## src/hdl/iera_pkg.sv

```systemverilog
// Constants, encodings and carriers for the indirect extended register access block
// Assumes a 10 MHz system clock and an upstream serial management frame decoder
package iera_pkg;

  // ------------------------------------------------------------
  // Management register addresses
  // ------------------------------------------------------------
  localparam logic [4:0]  IERA_CTRL_ADDR   = 5'h0D;
  localparam logic [4:0]  IERA_WIN_ADDR    = 5'h0E;
  localparam logic [4:0]  IERA_STAT_ADDR   = 5'h0C;
  localparam logic [4:0]  IERA_DEV_EXT     = 5'h1F;

  // ------------------------------------------------------------
  // Field positions and reset values
  // ------------------------------------------------------------
  localparam int          IERA_FUNC_HI     = 15;
  localparam int          IERA_FUNC_LO     = 14;
  localparam int          IERA_DEV_HI      = 4;
  localparam int          IERA_DEV_LO      = 0;
  localparam int          IERA_STAT_LO     = 4;
  localparam int          IERA_STAT_W      = 5;
  localparam logic [15:0] IERA_PTR_RST     = 16'h0000;
  localparam logic [4:0]  IERA_DEV_RST     = 5'h00;
  localparam logic [4:0]  IERA_STAT_RST    = 5'h00;

  // ------------------------------------------------------------
  // Status bit order, criterion index
  // ------------------------------------------------------------
  localparam int          IERA_C_ENERGY    = 0;
  localparam int          IERA_C_SNR       = 1;
  localparam int          IERA_C_CODE      = 2;
  localparam int          IERA_C_RXERR     = 3;
  localparam int          IERA_C_DESCR     = 4;

  // ------------------------------------------------------------
  // Timing
  // ------------------------------------------------------------
  localparam int          IERA_CLK_MHZ     = 10;
  localparam int          IERA_WIN_NS      = 10000;
  localparam int          IERA_WIN_CYC     = IERA_CLK_MHZ * IERA_WIN_NS / 1000;
  localparam int          IERA_RXERR_LIM   = 32;
  localparam int          IERA_CODE_LIM    = 20;
  localparam int          IERA_SNR_LIM     = 20;

  // ------------------------------------------------------------
  // Types
  // ------------------------------------------------------------
  typedef enum logic [1:0] {
    IERA_FN_ADDR   = 2'h0,
    IERA_FN_DATA   = 2'h1,
    IERA_FN_INC_RW = 2'h2,
    IERA_FN_INC_WR = 2'h3
  } iera_func_t;

  typedef struct packed {
    logic [4:0]  addr;
    logic        wr;
    logic        rd;
    logic [15:0] wdata;
  } iera_mgmt_req_t;

  typedef struct packed {
    logic [15:0] addr;
    logic        wr;
    logic        rd;
    logic [15:0] wdata;
  } iera_ext_req_t;

endpackage

```

## src/hdl/iera_top.sv

```systemverilog
// Indirect extended register access and link drop cause status
// Assumes decoded management accesses, one cycle strobes, and a combinational extended register file
//
// Overview of operation
// RQ1: Extended space reached only through control/window pair
// RQ2: Function 00: window write loads the pointer
// RQ3: Host loads pointer before any data access
// RQ4: Function 01: access pointed register, pointer kept
// RQ5: Function 10: increment pointer after each access
// RQ6: Function 11: increment after writes, not reads
// RQ7: Window transactions accepted only with device code 11111
// RQ8: Host writes 0x1F into device code first
// RQ9: Control bits 13:5 ignore writes, read zero
// RQ10: Window reads pointer in 00, data otherwise
// RQ11: Status bit latches when enabled criterion drops link
// RQ12: Status bits 8:4 in fixed criterion order
// RQ13: Function, device code, window reset to zero
// RQ14: Link drop is OR of enabled criteria
// RQ15: Receive error criterion: 32 within 10 us
// RQ16: Line code criterion: 20 within 10 us
// RQ17: Status bit held until read, read clears it
// RQ18: Pointer wraps from FFFF to zero
`timescale 1ns/100ps
module iera_top
  import iera_pkg::*;
#(
  parameter int RXERR_LIMIT = IERA_RXERR_LIM,
  parameter int CODE_LIMIT  = IERA_CODE_LIM,
  parameter int SNR_LIMIT   = IERA_SNR_LIM,
  parameter int WIN_CYCLES  = IERA_WIN_CYC
) (
  input  wire logic           SYS_CLK_I,
  input  wire logic           NRST_I,
  input  wire iera_mgmt_req_t MGMT_REQ_I,
  output logic [15:0]         MGMT_RDATA_O,
  output iera_ext_req_t       EXT_REQ_O,
  input  wire logic [15:0]    EXT_RDATA_I,
  input  wire logic [4:0]     DROP_EN_I,
  input  wire logic           RX_ERR_I,
  input  wire logic           CODE_ERR_I,
  input  wire logic           SNR_LOW_I,
  input  wire logic           ENERGY_LOSS_I,
  input  wire logic           DESCR_LOSS_I,
  output logic                LINK_DROP_O
);

  // ------------------------------------------------------------
  // Elaboration checks
  // ------------------------------------------------------------
  if (RXERR_LIMIT < 1 || RXERR_LIMIT > 63) begin : g_bad_rxerr
    $error("iera_top: receive error limit must lie in 1 to 63");
  end

  if (CODE_LIMIT < 1 || CODE_LIMIT > 63) begin : g_bad_code
    $error("iera_top: line code limit must lie in 1 to 63");
  end

  if (SNR_LIMIT < 1 || SNR_LIMIT > 63) begin : g_bad_snr
    $error("iera_top: low signal limit must lie in 1 to 63");
  end

  if (WIN_CYCLES < 2 || WIN_CYCLES > 65535) begin : g_bad_win
    $error("iera_top: window length must lie in 2 to 65535");
  end

  // ------------------------------------------------------------
  // Declarations
  // ------------------------------------------------------------
  localparam int WW = $clog2(WIN_CYCLES);

  iera_func_t  func_r;
  logic [4:0]  dev_r;
  logic [15:0] ptr_r;
  logic [15:0] ptr_nxt;
  logic [15:0] rdata_nxt;
  logic [15:0] ctrl_val;
  logic [15:0] win_val;
  logic [15:0] stat_val;
  logic        ptr_load;
  logic        ptr_inc;
  logic        any_hit;
  logic [4:0]  stat_r;
  logic [4:0]  stat_nxt;
  logic        drop_r;
  logic [WW-1:0] win_cnt_r;
  logic        win_end;
  logic        dev_ok;
  logic        win_wr;
  logic        win_rd;
  logic        data_acc;
  logic        ctrl_wr;
  logic        stat_rd;
  logic [4:0]  hit;
  logic [2:0]  cnt_evt;
  logic [2:0]  cnt_fire;
  logic [5:0]  cnt_lim [3];

  assign cnt_lim[0] = 6'(SNR_LIMIT);
  assign cnt_lim[1] = 6'(CODE_LIMIT);
  assign cnt_lim[2] = 6'(RXERR_LIMIT);

  // ------------------------------------------------------------
  // Access decode
  // ------------------------------------------------------------
  assign dev_ok   = (dev_r == IERA_DEV_EXT);                                   // see RQ7
  assign win_wr   = MGMT_REQ_I.wr && (MGMT_REQ_I.addr == IERA_WIN_ADDR) && dev_ok;
  assign win_rd   = MGMT_REQ_I.rd && (MGMT_REQ_I.addr == IERA_WIN_ADDR) && dev_ok;
  assign data_acc = (win_wr || win_rd) && (func_r != IERA_FN_ADDR);
  assign ctrl_wr  = MGMT_REQ_I.wr && (MGMT_REQ_I.addr == IERA_CTRL_ADDR);
  assign stat_rd  = MGMT_REQ_I.rd && (MGMT_REQ_I.addr == IERA_STAT_ADDR);

  // ------------------------------------------------------------
  // Extended register port
  // ------------------------------------------------------------
  assign EXT_REQ_O.addr  = ptr_r;                                              // see RQ1
  assign EXT_REQ_O.wr    = data_acc && MGMT_REQ_I.wr;                          // see RQ4
  assign EXT_REQ_O.rd    = data_acc && MGMT_REQ_I.rd;
  assign EXT_REQ_O.wdata = MGMT_REQ_I.wdata;

  // ------------------------------------------------------------
  // Control register
  // ------------------------------------------------------------
  always_ff @(posedge SYS_CLK_I or negedge NRST_I) begin
    if (!NRST_I) begin
      func_r <= IERA_FN_ADDR;                                                  // see RQ13
    end else if (ctrl_wr) begin
      func_r <= iera_func_t'(MGMT_REQ_I.wdata[IERA_FUNC_HI:IERA_FUNC_LO]);
    end
  end

  always_ff @(posedge SYS_CLK_I or negedge NRST_I) begin
    if (!NRST_I) begin
      dev_r <= IERA_DEV_RST;                                                   // see RQ13
    end else if (ctrl_wr) begin
      dev_r <= MGMT_REQ_I.wdata[IERA_DEV_HI:IERA_DEV_LO];                      // see RQ9
    end
  end

  // ------------------------------------------------------------
  // Extended space pointer
  // ------------------------------------------------------------
  assign ptr_load = win_wr && (func_r == IERA_FN_ADDR);                        // see RQ2
  assign ptr_inc  = data_acc && (func_r == IERA_FN_INC_RW ||                   // see RQ5
                                 (func_r == IERA_FN_INC_WR && MGMT_REQ_I.wr)); // see RQ6

  always_comb begin
    ptr_nxt = ptr_r;
    if (ptr_load) begin
      ptr_nxt = MGMT_REQ_I.wdata;
    end else if (ptr_inc) begin
      ptr_nxt = ptr_r + 16'h0001;                                              // see RQ18
    end
  end

  always_ff @(posedge SYS_CLK_I or negedge NRST_I) begin
    if (!NRST_I) begin
      ptr_r <= IERA_PTR_RST;                                                   // see RQ13
    end else begin
      ptr_r <= ptr_nxt;
    end
  end

  // ------------------------------------------------------------
  // Read data
  // ------------------------------------------------------------
  always_comb begin
    ctrl_val = 16'h0000;                                                       // see RQ9
    ctrl_val[IERA_FUNC_HI:IERA_FUNC_LO] = func_r;
    ctrl_val[IERA_DEV_HI:IERA_DEV_LO]   = dev_r;
  end

  always_comb begin
    win_val = 16'h0000;                                                        // see RQ7
    if (dev_ok) begin
      win_val = (func_r == IERA_FN_ADDR) ? ptr_r : EXT_RDATA_I;                // see RQ10
    end
  end

  always_comb begin
    stat_val = 16'h0000;                                                       // see RQ12
    stat_val[IERA_STAT_LO +: IERA_STAT_W] = stat_r;
  end

  always_comb begin
    rdata_nxt = 16'h0000;
    unique case (MGMT_REQ_I.addr)
      IERA_CTRL_ADDR: rdata_nxt = ctrl_val;
      IERA_WIN_ADDR:  rdata_nxt = win_val;
      IERA_STAT_ADDR: rdata_nxt = stat_val;
      default:        rdata_nxt = 16'h0000;
    endcase
  end

  always_ff @(posedge SYS_CLK_I or negedge NRST_I) begin
    if (!NRST_I) begin
      MGMT_RDATA_O <= 16'h0000;
    end else if (MGMT_REQ_I.rd) begin
      MGMT_RDATA_O <= rdata_nxt;
    end
  end

  // ------------------------------------------------------------
  // Counting window
  // ------------------------------------------------------------
  assign win_end = (win_cnt_r == WW'(WIN_CYCLES - 1));

  always_ff @(posedge SYS_CLK_I or negedge NRST_I) begin
    if (!NRST_I) begin
      win_cnt_r <= '0;
    end else if (win_end) begin
      win_cnt_r <= '0;
    end else begin
      win_cnt_r <= win_cnt_r + WW'(1);
    end
  end

  // ------------------------------------------------------------
  // Event counters, fire once per window on reaching the limit
  // ------------------------------------------------------------
  assign cnt_evt = {RX_ERR_I, CODE_ERR_I, SNR_LOW_I};

  for (genvar g = 0; g < 3; g++) begin : g_cnt
    logic [5:0] cnt_r;
    assign cnt_fire[g] = cnt_evt[g] && (cnt_r == cnt_lim[g] - 6'h01);           // see RQ15 RQ16
    always_ff @(posedge SYS_CLK_I or negedge NRST_I) begin
      if (!NRST_I) begin
        cnt_r <= 6'h00;
      end else if (win_end) begin
        cnt_r <= 6'h00;
      end else if (cnt_evt[g] && cnt_r < cnt_lim[g]) begin
        cnt_r <= cnt_r + 6'h01;
      end
    end
  end

  // ------------------------------------------------------------
  // Link drop and latched cause
  // ------------------------------------------------------------
  assign hit[IERA_C_ENERGY] = ENERGY_LOSS_I && DROP_EN_I[IERA_C_ENERGY];
  assign hit[IERA_C_SNR]    = cnt_fire[0] && DROP_EN_I[IERA_C_SNR];
  assign hit[IERA_C_CODE]   = cnt_fire[1] && DROP_EN_I[IERA_C_CODE];            // see RQ16
  assign hit[IERA_C_RXERR]  = cnt_fire[2] && DROP_EN_I[IERA_C_RXERR];           // see RQ15
  assign hit[IERA_C_DESCR]  = DESCR_LOSS_I && DROP_EN_I[IERA_C_DESCR];
  assign any_hit            = |hit;

  always_ff @(posedge SYS_CLK_I or negedge NRST_I) begin
    if (!NRST_I) begin
      drop_r <= 1'b0;
    end else begin
      drop_r <= any_hit;                                                       // see RQ14
    end
  end

  assign LINK_DROP_O = drop_r;

  always_comb begin
    stat_nxt = stat_r;
    if (stat_rd) begin
      stat_nxt = IERA_STAT_RST;                                                // see RQ17
    end
    stat_nxt = stat_nxt | hit;                                                 // see RQ11
  end

  always_ff @(posedge SYS_CLK_I or negedge NRST_I) begin
    if (!NRST_I) begin
      stat_r <= IERA_STAT_RST;
    end else begin
      stat_r <= stat_nxt;
    end
  end

endmodule

```

## config.mk

```make
export PLATFORM = sky130hd
export DESIGN_NAME = iera_top
export DESIGN_NICKNAME = d
export VERILOG_FILES = /design/src/hdl/iera_pkg.sv /design/src/hdl/iera_top.sv
export SDC_FILE = /design/constraint.sdc
export NUM_CORES = 1
export LEC_CHECK = 0
export BUFFER_PORTS_ARGS = -buffer_cell sky130_fd_sc_hd__buf_2
export CAP_MARGIN = 20
export CORE_MARGIN = 2
export CORE_UTILIZATION = 49
export CTS_CLUSTER_DIAMETER = 200
export DETAILED_ROUTE_END_ITERATION = 16
export GPL_ROUTABILITY_DRIVEN = 0
export PLACE_DENSITY = 0.76
export SLEW_MARGIN = 15
export SYNTH_ARGS = -nofsm -noshare
export SYNTH_HDL_FRONTEND = slang
export SYNTH_SLANG_ARGS = --single-unit
```

## constraint.sdc

```tcl
create_clock -name SYS_CLK_I -period 1.8 [get_ports SYS_CLK_I]
set_input_delay 0.27 -clock SYS_CLK_I [delete_from_list [all_inputs] [get_ports SYS_CLK_I]]
set_output_delay 0.27 -clock SYS_CLK_I [all_outputs]
set_load 0.05 [all_outputs]
```

After elaboration in Yosys (flattened, before gate mapping)
Cells that the tools add are included.
Widths: inputs -> output; s select.

storage, ports and cells
  register bits = 70
  input bits = 51
  output and inout port bits = 51

operators by class
  add/subtract/negate cells = 5
  $lt $le $gt $ge = 3
  equal/unequal tests = 10
  mux-type cells = 13
  bitwise gates (word level) = 1
  reductions and logical operators = 32

operators with widths
  cell                   number
  $mux 16                4
  $pmux 16 s3            1
  $mux 6                 6
  $logic_and 1x1->1      23
  $add 6x1->6 const B    3
  $eq 6x5->1 const B     3
  $add 16x1->16 const B  1
  $eq 5x4->1 const B     3
  $lt 6x5->1 const B     2
  $reduce_bool 2->1      5
  $add 7x1->7 const B    1
  $eq 7x7->1 const B     1
  $mux 7                 1
  $lt 6x6->1 const B     1
  $eq 5x5->1 const B     1
  $mux 5                 1
  $or 5x5->5             1
  $reduce_or 5->1        1
  $eq 2x2->1 const B     2
  $logic_not 2->1        1
  $logic_or 1x1->1       2

Depth between registers and ports, before layout
  word-level depth = 8
  depth in mapped cells = 7

Least setup slack after synthesis
No wires, ideal clock.

  path type = input to output
  from = in MGMT_REQ_I[22] (netlist bit)
  to = out EXT_REQ_O[16] (netlist bit)
  arrival = 2.059 ns
  required time = 1.530 ns
  path slack = -0.529 ns
  stages on the path = 4
  buffers on the path = 1
  path through = and4bb_2 nand3_2 clkbuf_1 nor3b_1

RTL lines
  item         line            text
  from (decl)  iera_top.sv:34  input wire iera_mgmt_req_t MGMT_REQ_I,
  to (decl)    iera_top.sv:36  output iera_ext_req_t EXT_REQ_O,

==> results.md <==
* Detailed placement HPWL at around 6.8 mm
* Drt total wl at 9.557 mm
* Final setup TNS at 0 ns
* Layout area overhead at 23.73%
* Crit end category: output port
* Nets at 562
* Multi-input gate area at 1737 sq um
* Root Driver: clkbuf_8
* Initial Util at 50.69%
* Status: finished clean
* Total GRT Usage at 23.23%
* Synth unique cells at 45
* RSZ-0062 raised after global routing: no
* Worst Clk Skew at 0.003819 ns
* R2R depth at 6
* Synth Cell Area at 3696 sq um
* P_sw at between 0.001 and 0.0015 W
* Max Slew Vio Count at 0
* DIE AREA at 8254 sq um
* Finish-stage setup viols at 0
* Share of flip-flops with an asynchronous set or reset at 100.0%
* Yosys top cell area share at between 40% and 50%
* Routed Antenna Nets at 0
* Num rows at 31
* CP max FO at 5
* Critical path class: register to output port
* Port Buf Inserts at 101
* First-pass GRT wire length at 15.14 mm
* CTS tree: yes
* FF/Latch Area at 1764 sq um
* # DRC at 0
* Starting DRT DRC Count at 257
* Clk pwr share at 27.9%
* Hold WS at 0.1684 ns
* Hold WC Path Type: input port to register
* Share of layout cells above drive strength 1 at 33.60%
* Max-cap viol count at 0
* Top_reg_cell synth: dfrtp_1
* I/O Pins at just over 100
* Largest net degree at the start of global routing at a little over 70
* Die H at just over 90 microns
* Leakage at 2.193 nW
* R2r setup slk at about 0.080 ns
* Post-synth top area cell: dfrtp_1
* Min Tclk post-route at 1.740 ns
* GR Overflow Total at 0
* Worst Min Path Start: DROP_EN_I[4]
* Core Area at 7292 sq um
* Filler instances at 650
* Pwr Density at between 800 and 900 nW/um^2
* Total vias in the final route at roughly 3.5k
* Clk sinks at 70
* Die width at a little over 90 microns
* Pint at 0.002806 W
* FF-to-FF End: ptr_r[14]$_DFFE_PN0P_
* Combinational Power Share at between 20% and 30%
* Worst Hold End: stat_r[4]$_DFF_PN0_
* CTS buffer count at 9
* # diodes at 0
* Register area share after synthesis at 47.39%
* Detailed Routing Iterations Pass 1 at 5
* Vias in the first global route at 3251
* Net Sw Frac at 31.67%
* Fin crit share at a little under 100%
* Hold Path Cell Cnt at 2
* Worst VDD drop at ~0.67 mV
* Clock transition at the registers of the reported paths at 0.07 ns
* Required time worst endpoint at 1.53 ns
* Origin of the critical flop-to-flop path: dev_r[3]$_DFFE_PN0P_
* Worst slew pin tran at approximately 0.4 ns
* Antenna violations before repair at 0
* H-tree levels at 3
* Final Hold Fails at 0
* Worst Path Arrival at 1.47 ns
* Number of enable flip-flop cells after synthesis at 0
* Setup crit start kind: register
* Fmax at 574.7 MHz
* Syn Inst Count at a little over 400
* Syn Area/Cell at 9.171 sq um
* Final Util at 62.71%
* Rel. slew slack at about three quarters
* Clock Latency Late Sink at 0.34 ns
* Area contributors post-synth: dfrtp_1, a21oi_1, nand2_1, mux2_2, buf_4
* Part of the power in registers at a little under 50%
* Max Root-Sink Buffers at 2
* Syn. warnings at 0
* Syn_nets at ~460
* #FFs+latches synth at 70
* Post-DR wirelength/cell at 15.72 microns
* Vias per cell at 5.679
==> what timing repair did <==
item / 4_1_cts / 5_1_grt
hold buffers: 1 / 0
resized for setup: 7 / 4
setup endpoints to repair: 2 / 3
pin swaps: 2 / 2
gates cloned: 0 / 0
hold endpoints to repair: 70 / 0
setup buffers: 8 / 1
==> flip-flops by register name, summed over array words and instances (netlist names) <==
name / flops
ptr_r: 16
g_cnt.cnt_r: 18
LINK_DROP_O: 1
MGMT_RDATA_O: 16
win_cnt_r: 7
func_r: 2
stat_r: 5
dev_r: 5
==> cell usage in the layout (no fill, tap or decap), types with 2 or more instances in the layout <==
master and n:
mux2_2 11, dfrtp_2 10, ha_1 5, a22o_1 2, a2bb2oi_1 2, inv_1 15
buf_4 20, o22ai_1 15, or2_2 2, nor3b_4 2, nor2b_1 5, nand4_1 16
clkbuf_8 12, o21ai_0 14, nor3_1 4, o21a_1 2, nand2b_1 4, nand2_1 56
xnor2_1 6, xor2_1 7, dfrtp_1 60, a41oi_1 3, mux2i_1 7, buf_2 99
nor3b_2 3, nand3_1 14, buf_6 2, a21oi_1 54, and3_1 6, nor2_1 27
buf_12 2
==> routing by layer <==
| layer | part of all wire [%] | wire, microns | track usage (%) | up-vias |
|---|---|---|---|---|
| met5 | 0 | 0 | 0 | - |
| met4 | 2.0 | 189 | 9.722 | 0 |
| met3 | 6.8 | 649 | 6.678 | 18 |
| met2 | 50 | 4759 | 39.18 | 145 |
| met1 | 41 | 3958 | 27.86 | 1669 |
| li1 | - | - | - | 1621 |
==> metrics by stage <==
stage	total power [W]	instance area, sq um	cells	setup slack [ns]
6_report	0.004106	4573	608	0.05991
5_1_grt	0.004355	4573	608	0.01057
4_1_cts	0.004120	4562	608	-0.007990
3_5_place_dp	0.002945	4292	585	0.09642
3_3_place_gp	0.002879	4292	585	0.1114
2_1_floorplan	0.002673	3717	403	-0.04968
==> logic make-up after synthesis <==
family / Yosys count / share of synthesized area [%]
XOR/XNOR: 13 / 3.081
multiplexers: 18 / 5.247
flip-flops: 70 / 47.39
AO/OA/AOI/OAI: 102 / 16.22
adder cells (fa/ha/maj): 5 / 1.693
AND/OR/NAND/NOR: 148 / 19.70
buffers and inverters: 47 / 6.669
==> synthesized netlist by cell type, types with 7 or more instances <==
| cell | number |
|---|---|
| dfrtp_1 | 70 |
| nand2_1 | 56 |
| a21oi_1 | 54 |
| nor2_1 | 27 |
| buf_4 | 16 |
| nand4_1 | 16 |
| inv_1 | 15 |
| o22ai_1 | 15 |
| nand3_1 | 14 |
| o21ai_0 | 14 |
| mux2_2 | 11 |
| buf_2 | 8 |
| clkbuf_1 | 8 |
| mux2i_1 | 7 |
| xor2_1 | 7 |
==> power groups by stage <==
stage	Combinational (W)	Clock, W	Sequential (W)
6_report	0.000928	0.00115	0.00203
5_1_grt	0.00106	0.00123	0.00206
4_1_cts	0.000924	0.00117	0.00203
3_5_place_dp	0.000894	0	0.00205
3_3_place_gp	0.000837	0	0.00204
2_1_floorplan	0.000656	0	0.00202
==> worst max-delay path by stage <==
| stage | to | start |
|---|---|---|
| floorplan | EXT_REQ_O[16] | MGMT_REQ_I[22] |
| global placement | EXT_REQ_O[16] | MGMT_REQ_I[18] |
| detailed placement | EXT_REQ_O[16] | MGMT_REQ_I[18] |
| CTS | EXT_REQ_O[16] | dev_r[2]$_DFFE_PN0P_ |
| global route | EXT_REQ_O[17] | dev_r[3]$_DFFE_PN0P_ |
| finish | EXT_REQ_O[16] | dev_r[3]$_DFFE_PN0P_ |
==> final cells by class <==
class                           count  share of cell area [%]
Sequential cell                    70                   38.58
Multi-Input combinational cell    286                   37.98
Inverter                           15                   1.231
Clock inverter                      1                  0.1094
Tap cell                           99                   2.709
Clock buffer                       13                   3.694
Timing Repair Buffer              124                   15.70
==> worst max-delay path, stage by stage (launching register included) <==
cell and delay, ns:
dfrtp_1 0.36, and4_4 0.25, nand3_4 0.13, nor3b_4 0.21, buf_6 0.18
Note: power is estimated with default switching activity, not from simulation.
